<file path="config.mk">
export PLATFORM = sky130hd
export DESIGN_NAME = lsc_sync_ctrl
export DESIGN_NICKNAME = d
export VERILOG_FILES = /design/src/rtl/lsc_tick.v /design/src/rtl/lsc_sync_ctrl.v
export VERILOG_INCLUDE_DIRS = /design/src /design/src/include
export SDC_FILE = /design/constraint.sdc
export NUM_CORES = 1
export LEC_CHECK = 0
export BUFFER_PORTS_ARGS = -buffer_cell sky130_fd_sc_hd__buf_4
export CORE_UTILIZATION = 50
export CTS_BUF_LIST = sky130_fd_sc_hd__clkbuf_4 sky130_fd_sc_hd__clkbuf_8
export CTS_CLUSTER_DIAMETER = 60
export DETAILED_ROUTE_END_ITERATION = 6
export GPL_TIMING_DRIVEN = 0
export PLACE_DENSITY_LB_ADDON = 0.25
export SYNTH_ARGS = -nofsm -noshare
export SYNTH_HDL_FRONTEND = slang
export SYNTH_SLANG_ARGS = --single-unit
</file>
<file path="constraint.sdc">
create_clock -name pclk -period 2.06 [get_ports pclk]
set_input_delay 0.309 -clock pclk [delete_from_list [all_inputs] [get_ports pclk]]
set_output_delay 0.309 -clock pclk [all_outputs]
set_load 0.005 [all_outputs]
</file>
<file path="src/include/lsc_map.vh">
// Register offsets, field positions, reset values and timing values in ns for the sync control block.
`ifndef LSC_MAP_VH
`define LSC_MAP_VH
`define LSC_OFF_CONTROL 12'h000
`define LSC_OFF_STATUS 12'h004
`define LSC_OFF_MASK 12'h008
`define LSC_OFF_COMPARE 12'h00C
`define LSC_OFF_SYNC_VAL 12'h010
`define LSC_OFF_BRK_VAL 12'h014
`define LSC_OFF_EDGE_CFG 12'h018
`define LSC_CTL_RW_SEL 8
`define LSC_CTL_MODE 6
`define LSC_CTL_CMP_IE 5
`define LSC_CTL_STOP_IE 4
`define LSC_CTL_START_IE 3
`define LSC_CTL_ENABLE 2
`define LSC_CTL_CNT_CLR 1
`define LSC_CTL_RESET 0
`define LSC_ST_BREAK 0
`define LSC_ST_START 1
`define LSC_ST_STOP 2
`define LSC_ST_CMP 3
`define LSC_ST_BRK_ERR 4
`define LSC_CTL_RESET_VAL 16'h0000
`define LSC_BRK_CMP_RESET 12'h047
`define LSC_EDGE_CFG_RESET 8'h32
`define LSC_SELF_CLR_NS 15000
`define LSC_CLK_NS 40
`define LSC_SYNC_TICK_NS 200
`endif

</file>
<file path="src/rtl/lsc_tick.v">
// Tick divider that makes a periodic one-cycle enable from pclk.
`timescale 1ns/10ps
module lsc_tick #(
    parameter DIV = 5
) (
    input wire pclk,
    input wire presetn,
    input wire clr,
    output reg tick
);
    reg [15:0] cnt_q;

    always @(posedge pclk or negedge presetn)
    begin
        if (!presetn)
        begin
            cnt_q <= 16'h0000;
            tick <= 1'b0;
        end
        else if (clr)
        begin
            cnt_q <= 16'h0000;
            tick <= 1'b0;
        end
        else if (cnt_q == DIV[15:0] - 16'h0001)
        begin
            cnt_q <= 16'h0000;
            tick <= 1'b1;
        end
        else
        begin
            cnt_q <= cnt_q + 16'h0001;
            tick <= 1'b0;
        end
    end
endmodule

</file>
<file path="src/rtl/lsc_sync_ctrl.v">
// Single-wire sync unit: control register, timers, edge detection, status and interrupt.
`timescale 1ns/10ps
`include "lsc_map.vh"
module lsc_sync_ctrl #(
    parameter BRK_DIV = 191
) (
    input wire pclk,
    input wire presetn,
    input wire psel,
    input wire penable,
    input wire pwrite,
    input wire [11:0] paddr,
    input wire [31:0] pwdata,
    output reg [31:0] prdata,
    output reg pready,
    output reg pslverr,
    input wire bus_rx,
    output reg pulse_mode,
    output reg irq
);
    localparam SYNC_DIV = `LSC_SYNC_TICK_NS / `LSC_CLK_NS;
    localparam SELF_CLR_CYC = `LSC_SELF_CLR_NS / `LSC_CLK_NS;
    localparam ST_IDLE = 2'd0;
    localparam ST_RUN = 2'd1;
    localparam ST_DONE = 2'd2;

    reg [15:0] ctl_q;
    reg [4:0] sts_q;
    reg [4:0] mask_q;
    reg [15:0] cmp_q;
    reg [11:0] brk_cmp_q;
    reg [7:0] edge_cfg_q;
    reg [15:0] sync_val_q;
    reg [11:0] brk_val_q;
    reg brk_run_q;
    reg [3:0] fall_cnt_q;
    reg [3:0] edge_cnt_q;
    reg [1:0] st_q;
    reg rx_prev_q;
    reg [9:0] clr_cnt_q;
    reg [9:0] rst_cnt_q;
    reg [7:0] brk_div_q;
    reg cmp_hit_prev_q;

    wire sync_tick;
    wire wr = psel && penable && pwrite;
    wire rd = psel && penable && !pwrite;
    wire unit_rst = ctl_q[`LSC_CTL_RESET];
    wire cnt_clr = ctl_q[`LSC_CTL_CNT_CLR];
    wire en = ctl_q[`LSC_CTL_ENABLE] && !unit_rst;
    wire fall = rx_prev_q && !bus_rx;
    wire rise = !rx_prev_q && bus_rx;
    wire brk_tick = (brk_div_q == BRK_DIV[7:0]);
    wire cmp_hit = (sync_val_q == cmp_q);
    wire addr_ok = (paddr == `LSC_OFF_CONTROL) || (paddr == `LSC_OFF_STATUS) || (paddr == `LSC_OFF_MASK)
        || (paddr == `LSC_OFF_COMPARE) || (paddr == `LSC_OFF_SYNC_VAL) || (paddr == `LSC_OFF_BRK_VAL)
        || (paddr == `LSC_OFF_EDGE_CFG);

    reg [4:0] ev;
    reg start_ev;
    reg stop_ev;

    lsc_tick #(
        .DIV(SYNC_DIV)
    ) u_tick (
        .pclk(pclk),
        .presetn(presetn),
        .clr(unit_rst),
        .tick(sync_tick)
    );

    always @*
    begin
        start_ev = en && fall && (fall_cnt_q + 4'h1 == edge_cfg_q[3:0]) && (st_q == ST_IDLE);
        stop_ev = 1'b0;
        if (en && st_q == ST_RUN)
        begin
            if (ctl_q[7])
                stop_ev = rise && (edge_cnt_q + 4'h1 == edge_cfg_q[7:4]);
            else
                stop_ev = fall && (fall_cnt_q + 4'h1 == edge_cfg_q[7:4]);
        end
        ev = 5'h00;
        ev[`LSC_ST_START] = start_ev && ctl_q[`LSC_CTL_START_IE];
        ev[`LSC_ST_STOP] = stop_ev && ctl_q[`LSC_CTL_STOP_IE];
        ev[`LSC_ST_CMP] = en && ctl_q[`LSC_CTL_CMP_IE] && cmp_hit && !cmp_hit_prev_q;
        ev[`LSC_ST_BREAK] = en && (ctl_q[`LSC_CTL_MODE] ? (rise && ctl_q[`LSC_CTL_RW_SEL])
            : (brk_run_q && brk_tick && brk_val_q + 12'h001 == brk_cmp_q));
        ev[`LSC_ST_BRK_ERR] = en && brk_run_q && brk_tick && (brk_val_q == 12'hFFF);
    end

    // Control register with the two self-clearing bits.
    always @(posedge pclk or negedge presetn)
    begin
        if (!presetn)
        begin
            ctl_q <= `LSC_CTL_RESET_VAL;
            clr_cnt_q <= 10'h000;
            rst_cnt_q <= 10'h000;
        end
        else
        begin
            if (wr && paddr == `LSC_OFF_CONTROL)
                ctl_q <= pwdata[15:0];
            if (ctl_q[`LSC_CTL_CNT_CLR])
            begin
                if (clr_cnt_q == SELF_CLR_CYC[9:0] - 10'h001)
                begin
                    ctl_q[`LSC_CTL_CNT_CLR] <= 1'b0;
                    clr_cnt_q <= 10'h000;
                end
                else
                    clr_cnt_q <= clr_cnt_q + 10'h001;
            end
            if (ctl_q[`LSC_CTL_RESET])
            begin
                if (rst_cnt_q == SELF_CLR_CYC[9:0] - 10'h001)
                begin
                    ctl_q[`LSC_CTL_RESET] <= 1'b0;
                    rst_cnt_q <= 10'h000;
                end
                else
                    rst_cnt_q <= rst_cnt_q + 10'h001;
            end
        end
    end

    // Software-owned settings; unit reset returns all but mask_q to defaults.
    always @(posedge pclk or negedge presetn)
    begin
        if (!presetn)
        begin
            mask_q <= 5'h00;
            cmp_q <= 16'h0000;
            brk_cmp_q <= `LSC_BRK_CMP_RESET;
            edge_cfg_q <= `LSC_EDGE_CFG_RESET;
        end
        else if (unit_rst)
        begin
            cmp_q <= 16'h0000;
            brk_cmp_q <= `LSC_BRK_CMP_RESET;
            edge_cfg_q <= `LSC_EDGE_CFG_RESET;
        end
        else if (wr)
        begin
            case (paddr)
                `LSC_OFF_MASK: mask_q <= pwdata[4:0];
                `LSC_OFF_COMPARE: cmp_q <= pwdata[15:0];
                `LSC_OFF_BRK_VAL: brk_cmp_q <= pwdata[11:0];
                `LSC_OFF_EDGE_CFG: edge_cfg_q <= pwdata[7:0];
                default: mask_q <= mask_q;
            endcase
        end
    end

    // Edge detection, sync timer and edge counters.
    always @(posedge pclk or negedge presetn)
    begin
        if (!presetn)
        begin
            rx_prev_q <= 1'b1;
            sync_val_q <= 16'h0000;
            fall_cnt_q <= 4'h0;
            edge_cnt_q <= 4'h0;
            st_q <= ST_IDLE;
            cmp_hit_prev_q <= 1'b0;
        end
        else
        begin
            rx_prev_q <= bus_rx;
            cmp_hit_prev_q <= cmp_hit && en;
            if (unit_rst || !en)
            begin
                sync_val_q <= 16'h0000;
                fall_cnt_q <= 4'h0;
                edge_cnt_q <= 4'h0;
                st_q <= ST_IDLE;
            end
            else if (cnt_clr)
            begin
                fall_cnt_q <= 4'h0;
                edge_cnt_q <= 4'h0;
                st_q <= ST_IDLE;
            end
            else
            begin
                if (fall)
                    fall_cnt_q <= fall_cnt_q + 4'h1;
                if (rise)
                    edge_cnt_q <= edge_cnt_q + 4'h1;
                case (st_q)
                    ST_IDLE:
                    begin
                        if (start_ev)
                        begin
                            sync_val_q <= 16'h0000;
                            st_q <= ST_RUN;
                        end
                    end
                    ST_RUN:
                    begin
                        if (stop_ev)
                            st_q <= ST_DONE;
                        else if (sync_tick)
                            sync_val_q <= sync_val_q + 16'h0001;
                    end
                    ST_DONE: st_q <= ST_DONE;
                    default: st_q <= ST_IDLE;
                endcase
            end
        end
    end

    // Break timer: cleared by a falling edge or a read, stopped by a rising edge.
    always @(posedge pclk or negedge presetn)
    begin
        if (!presetn)
        begin
            brk_val_q <= 12'h000;
            brk_run_q <= 1'b0;
            brk_div_q <= 8'h00;
        end
        else if (unit_rst || !en)
        begin
            brk_val_q <= 12'h000;
            brk_run_q <= 1'b0;
            brk_div_q <= 8'h00;
        end
        else
        begin
            brk_div_q <= brk_tick ? 8'h00 : brk_div_q + 8'h01;
            if (fall)
            begin
                brk_val_q <= 12'h000;
                brk_run_q <= 1'b1;
            end
            else if (rise)
                brk_run_q <= 1'b0;
            else if (rd && paddr == `LSC_OFF_BRK_VAL)
                brk_val_q <= 12'h000;
            else if (brk_run_q && brk_tick)
            begin
                brk_val_q <= brk_val_q + 12'h001;
                if (brk_val_q == 12'hFFF)
                    brk_run_q <= 1'b0;
            end
        end
    end

    // Sticky status, cleared by reading it. Only the bits that the read returned are cleared, so an event
    // that lands between the setup and access edges is not lost.
    always @(posedge pclk or negedge presetn)
    begin
        if (!presetn)
            sts_q <= 5'h00;
        else if (unit_rst)
            sts_q <= 5'h00;
        else if (rd && paddr == `LSC_OFF_STATUS)
            sts_q <= (sts_q & ~prdata[4:0]) | ev;
        else
            sts_q <= sts_q | ev;
    end

    // APB slave answers in the access cycle; unmapped addresses give pslverr.
    always @(posedge pclk or negedge presetn)
    begin
        if (!presetn)
        begin
            prdata <= 32'h00000000;
            pready <= 1'b0;
            pslverr <= 1'b0;
            pulse_mode <= 1'b0;
            irq <= 1'b0;
        end
        else
        begin
            pulse_mode <= ctl_q[`LSC_CTL_MODE];
            irq <= |(sts_q & mask_q);
            pready <= psel && !penable;
            pslverr <= psel && !penable && !addr_ok;
            prdata <= 32'h00000000;
            if (psel && !penable && !pwrite)
            begin
                case (paddr)
                    `LSC_OFF_CONTROL: prdata <= {16'h0000, ctl_q};
                    `LSC_OFF_STATUS: prdata <= {27'h0, sts_q};
                    `LSC_OFF_MASK: prdata <= {27'h0, mask_q};
                    `LSC_OFF_COMPARE: prdata <= {16'h0000, cmp_q};
                    `LSC_OFF_SYNC_VAL: prdata <= {16'h0000, sync_val_q};
                    `LSC_OFF_BRK_VAL: prdata <= {20'h00000, brk_val_q};
                    `LSC_OFF_EDGE_CFG: prdata <= {24'h000000, edge_cfg_q};
                    default: prdata <= 32'h00000000;
                endcase
            end
        end
    end
endmodule

</file>
Yosys cells after proc, flatten, opt, wreduce, memory -nomap -nowiden --
Index checks and enable logic that the tools add are counted.
Operators by class: multiplexer cells 57, bitwise gates (word level) 6, equal/unequal tests 26, $add $sub $neg 8, reduce and logical (&&, ||, !) cells 67
Operator list (number):
- 2-to-1 mux 16 bit | 11
- case mux 16 bit (7 select lines) | 1
- 2-to-1 mux 12 bit | 8
- 2-to-1 mux 8 bit | 5
- == test 12 x 5 -> 1 bit, second input constant | 3
- adder 16 x 1 -> 16 bit, second input constant | 2
- case mux 16 bit (2 select lines) | 1
- logical AND 1 bit | 31
- == test 12 x 4 -> 1 bit, second input constant | 2
- 2-to-1 mux 4 bit | 6
- adder 10 x 1 -> 10 bit, second input constant | 2
- == test 10 x 9 -> 1 bit, second input constant | 2
- 2-to-1 mux 10 bit | 2
- == test 16 bit | 1
- == test 16 x 3 -> 1 bit, second input constant | 1
- 2-to-1 mux 1 bit | 15
- adder 12 x 1 -> 12 bit, second input constant | 1
- == test 12 bit | 1
- == test 12 bit, second input constant | 1
- == test 12 x 3 -> 1 bit, second input constant | 1
- == test 4 bit | 3
- zero test 12 bit | 1
- nonzero test 4 bit | 3
- bitwise AND 5 bit | 2
- other kinds (25) | 58
Storage, ports and cells: output and inout port bits 36, bits of input ports 50, logic and storage cells 189, flip-flop bits (word level) 184

Logic depth before layout (Yosys ltp) --
depth in word-level cells 9, gate-level depth with buffers 9, mapped depth without buffers 8

By module --
Synthesis repeated with hierarchy kept, for this count alone.
Unflattened totals: cell total of the unflattened synthesis 914, area total of the unflattened synthesis 9086.2 um^2
By module, submodules not included:
- lsc_sync_ctrl | sequential area each 3788.6 um^2, instances 1, cells each 827, area each 8226.6 um^2
- lsc_tick | sequential area each 425.4 um^2, instances 1, cells each 87, area each 859.6 um^2

Worst setup path after synthesis --
Ideal clock, no wire load.
path type register to register, start register fall_cnt_q[0], end register sync_val_q[15], stages on the path, launching flop included 8, buffers on the path 0, path slack -231 ps, period minus slack after synthesis 2291 ps, arrival 2149 ps, setup time 141 ps, required time 1919 ps, path through dfrtp_1 -> ha_1 -> xor3_1 -> nor4_1 -> a22oi_2 -> o2111ai_1 -> o311ai_0 -> o41ai_1
On the way: longest elaborated chain between the ends 7, elaborated cells between the ends (all ways) 11, classes of those cells 1 x add/sub; 4 x eq/ne; 2 x mux; 4 x reduce/logical
RTL lines:
- start: declaration | RTL line lsc_sync_ctrl.v:36 | reg [3:0] fall_cnt_q;
- start signal: assignment | RTL line lsc_sync_ctrl.v:188 | fall_cnt_q <= fall_cnt_q + 4'h1;
- adder 4 x 1 -> 4 bit (*) | RTL line lsc_sync_ctrl.v:74, lsc_sync_ctrl.v:81
- == test 4 bit | RTL line lsc_sync_ctrl.v:81 | stop_ev = fall && (fall_cnt_q + 4'h1 == edge_cfg_q[7:4]);
- logical AND 1 bit | RTL line lsc_sync_ctrl.v:81
- 2-to-1 mux 1 bit | RTL line lsc_sync_ctrl.v:78 | if (ctl_q[7])
- 2-to-1 mux 1 bit | RTL line lsc_sync_ctrl.v:76 | if (en && st_q == ST_RUN)
- != test 3 x 2 -> 1 bit (no source line)
- AND reduction 5 bit (no source line) (*)
- end signal: assignment | RTL line lsc_sync_ctrl.v:205 | sync_val_q <= sync_val_q + 16'h0001;
- end: declaration | RTL line lsc_sync_ctrl.v:33 | reg [15:0] sync_val_q;
Mark *: on every way between the ends. The rest lies on a longest branch, timed or not. A chain may end at the register's enable or synchronous reset.

Worst setup path after layout --
Ends and elaborated chain as after synthesis.

==> impl_metrics.json <==
{
  "combPwrFrac_pct": 7.8,
  "cts_tree": "yes",
  "synth_edf_count": 0,
  "viasPerCell": 5.79,
  "cts.clk_slew.worst_paths_ps": 90,
  "p_int_mw": 4.68,
  "layout_common_cells": "dfrtp_1, nand2_1, buf_4",
  "synth_area_um2": 8950,
  "avgSynthCellArea_um2": 9.96,
  "outcome": "complete, but fails checks",
  "cts_buffer_depth": 2,
  "antenna_found_initial": 0,
  "worst_pin_slew_ps": 688,
  "start_util_pct": 51.5,
  "clk_latency_ps": 470,
  "critPathTopFamily": "compound AO/OA/AOI/OAI gates",
  "hp-class": "input port to flop",
  "drtIter0Drc": 675,
  "critPathBufInv": 1,
  "powerDensity_nw_per_um2": 584,
  "nets": 1089,
  "grt_pass1_vias": 6858,
  "area_delta_synth_final_pct": 20.6,
  "ys_ff_latch": 168,
  "worstPathMaxFanout": 8,
  "switching_share_pct": 25.8,
  "fp.dieArea_um2": 18400,
  "max-cap-violations": 0,
  "synth.top_cell.area_share_pct": 44.8,
  "fill_cells": 1453,
  "grt_max_degree": 87,
  "grt_pass1_wl_um": 36100,
  "arrival_ps": 2680,
  "seqPwrFrac_pct": 54.7,
  "diodes": 0,
  "final_common_cell": "dfrtp_1",
  "synthArstFlopShare_pct": 100,
  "wl_um": 22900,
  "p_clk_share_pct": 37.6,
  "finalCritPeriodShare_pct": 113,
  "final_core_util_pct": 62.1,
  "finalWeightedCongestion": 0.870,
  "power.leakage_nw": 5.05,
  "end_kind": "flop",
  "clock_sinks": 168,
  "finalPower_mw": 6.30,
  "first_pass_iters": 7,
  "critPathLaunchType": "flop",
  "grtUsageTotal_pct": 25.8,
  "hpwl_um": 16000,
  "fmaxAchievable_ghz": 0.428,
  "ys_warn_count": 0,
  "yosysSeqAreaShare_pct": 47.1,
  "pre_cts_slack_ps": -687,
  "yosys-top-cells-area": "dfrtp_1, xor2_1, nand2_1",
  "wl_per_cell_um": 18.2,
  "setup_viol": 27,
  "die_w_um": 136,
  "wl_met1_um": 10200,
  "cp.required_ps": 2400,
  "drc": 0,
  "dr.max_layer_used": "met4",
  "critical_path.max_stage_delay_ps": 450,
  "num_rows": 48,
  "postRouteAntennaNets": 0,
  "fin_crit_ps": 2340,
  "violations": "setup timing",
  "setup_ws_ps": -275,
  "maxSlewHeadroom_pct": 54.1,
  "wl_met2_um": 10600,
  "slew_viol_final": 0,
  "worstPathCellList": "ha_4 -> xor2_2 -> nor4_2 -> a22oi_2 -> buf_4 -> o2111ai_4 -> o311ai_2 -> o41ai_2",
  "port_buffers": 52,
  "finalClockSkew_ps": 11.2,
  "num_vias": 7295,
  "grt-ovfl-total": 0,
  "numCtsBuffers": 17,
  "synthFlopType": "dfrtp_1",
  "switchingPower_mw": 1.62,
  "ys_types": 66,
  "hold_violations": 0,
  "synthCells": 898,
  "slowest_stage": "dfrtp_2",
  "cts_root_buf": "clkbuf_8",
  "rsz0062_at_grt": "true",
  "dieHeight_um": 136,
  "yosysTopAreaCell": "dfrtp_1",
  "place_area_um2": 9810,
  "fin_hold_ws_ps": 90.5,
  "io_pins": 86,
  "critical_path_class": "flop to flop",
  "routed-wl-met3_um": 1420,
  "htree_levels": 4,
  "core_um2": 17400,
  "drive_gt1_share_pct": 25.3,
  "vdd_drop_max_v": 0.000464,
  "design_area_um2": 10800
}
[sequential cells by signal, indices dropped and copies added (netlist names), 2 cells and up]
register      count
cmp_q            16
edge_cnt_q        4
prdata           16
brk_val_q        12
fall_cnt_q        4
ctl_q            16
u_tick.cnt_q     16
st_q              2
brk_cmp_q        12
mask_q            5
brk_div_q         8
clr_cnt_q        10
sts_q             5
rst_cnt_q        10
edge_cfg_q        8
sync_val_q       16
[Yosys cell counts (3+ instances only)]
cell type and n:
dfrtp_1 160, a31oi_1 3, or4_1 6, dfstp_2 8, and4_1 6, clkbuf_1 28, a221oi_1 5, xor2_1 49
a22o_1 5, nand3_1 33, a21o_1 4, nand2_1 111, inv_1 16, and3_1 21, ha_1 17, buf_4 17
o41ai_1 3, mux2_4 7, o21ai_0 37, nor3_1 15, a21oi_1 42, and2_1 9, o211ai_1 5, or3_1 5
mux2_2 21, and3b_1 3, xnor2_1 28, nand4_1 13, nor2_1 90, a222oi_1 12, nand2b_1 11, a22oi_1 8
nor4_1 10, mux2i_1 35, nor2b_1 4, buf_2 5, o21a_1 5
[cells by family (layout without fill, tap and decap cells)]
group	after synthesis	after routing	synth area share (%)
xor+xnor	81	81	8.57
buf+inv	68	190	3.72
compound gates	146	146	10.8
other cells	1	16	0.0419
simple gates	354	354	19.7
fa+ha+maj	17	17	2.38
flops	168	168	47.1
mux	63	63	7.73
[stage by stage]
step	std cells	setup TNS, ps
2_1_floorplan	913	-1750
3_3_place_gp	1190	-89880
3_5_place_dp	1191	-46050
4_1_cts	1242	-2560
5_1_grt	1260	-5660
6_report	1260	-2810
[final cells by class]
type,instances,area [um2],share of cell area (%)
well taps,225,282,2.61
inverters,16,60.1,0.557
clock buffers,18,241,2.24
flip-flops and latches,168,4220,39.2
multi-input cells,677,4770,44.3
plain buffers,47,290,2.69
repair buffers,95,762,7.06
clock inverters,14,153,1.42
[power by group through the flow]
stage,clock (mW),sequential [mW],combinational [mW]
floorplan,0,3.49,0.268
global placement,0,3.51,0.449
detailed placement,0,3.51,0.482
CTS,2.41,3.44,0.490
global route,2.53,3.46,0.552
finish,2.37,3.44,0.489
[worst paths after layout]
path	startpoint	end	slack, ps	cells past startpoint
setup / recovery	fall_cnt_q[0]$_DFFE_PN0P_	sync_val_q[15]$_DFFE_PN0P_	-280	8
hold / removal	pwdata[12]	ctl_q[12]$_DFFE_PN0P_	90	2
setup reg to reg	fall_cnt_q[0]$_DFFE_PN0P_	sync_val_q[15]$_DFFE_PN0P_	-280	8
hold reg to reg	rst_cnt_q[9]$_DFFE_PN0P_	rst_cnt_q[9]$_DFFE_PN0P_	470	1
max in group asynchronous	presetn	edge_cfg_q[1]$_DFFE_PN1P_	780	3
min in group asynchronous	presetn	brk_val_q[10]$_DFFE_PN0P_	440	2
[routing by layer]
metal  global-route usage, %  vias to the layer above
li1                        -                     3394
met1                    34.7                     3603
met2                    41.0                      251
met3                    4.98                       47
met4                    10.5                        0
met5                       0                        -
[repair_timing]
item                       in CTS  in global routing
hold endpoints to repair       86                  0
gates cloned                    0                  2
gates resized for setup        42                 41
hold buffers                    2                  0
setup endpoints to repair      77                 87
setup buffers                  20                 18
pin swaps                      20                 23
No activity file was read; power rests on OpenSTA's default activity.
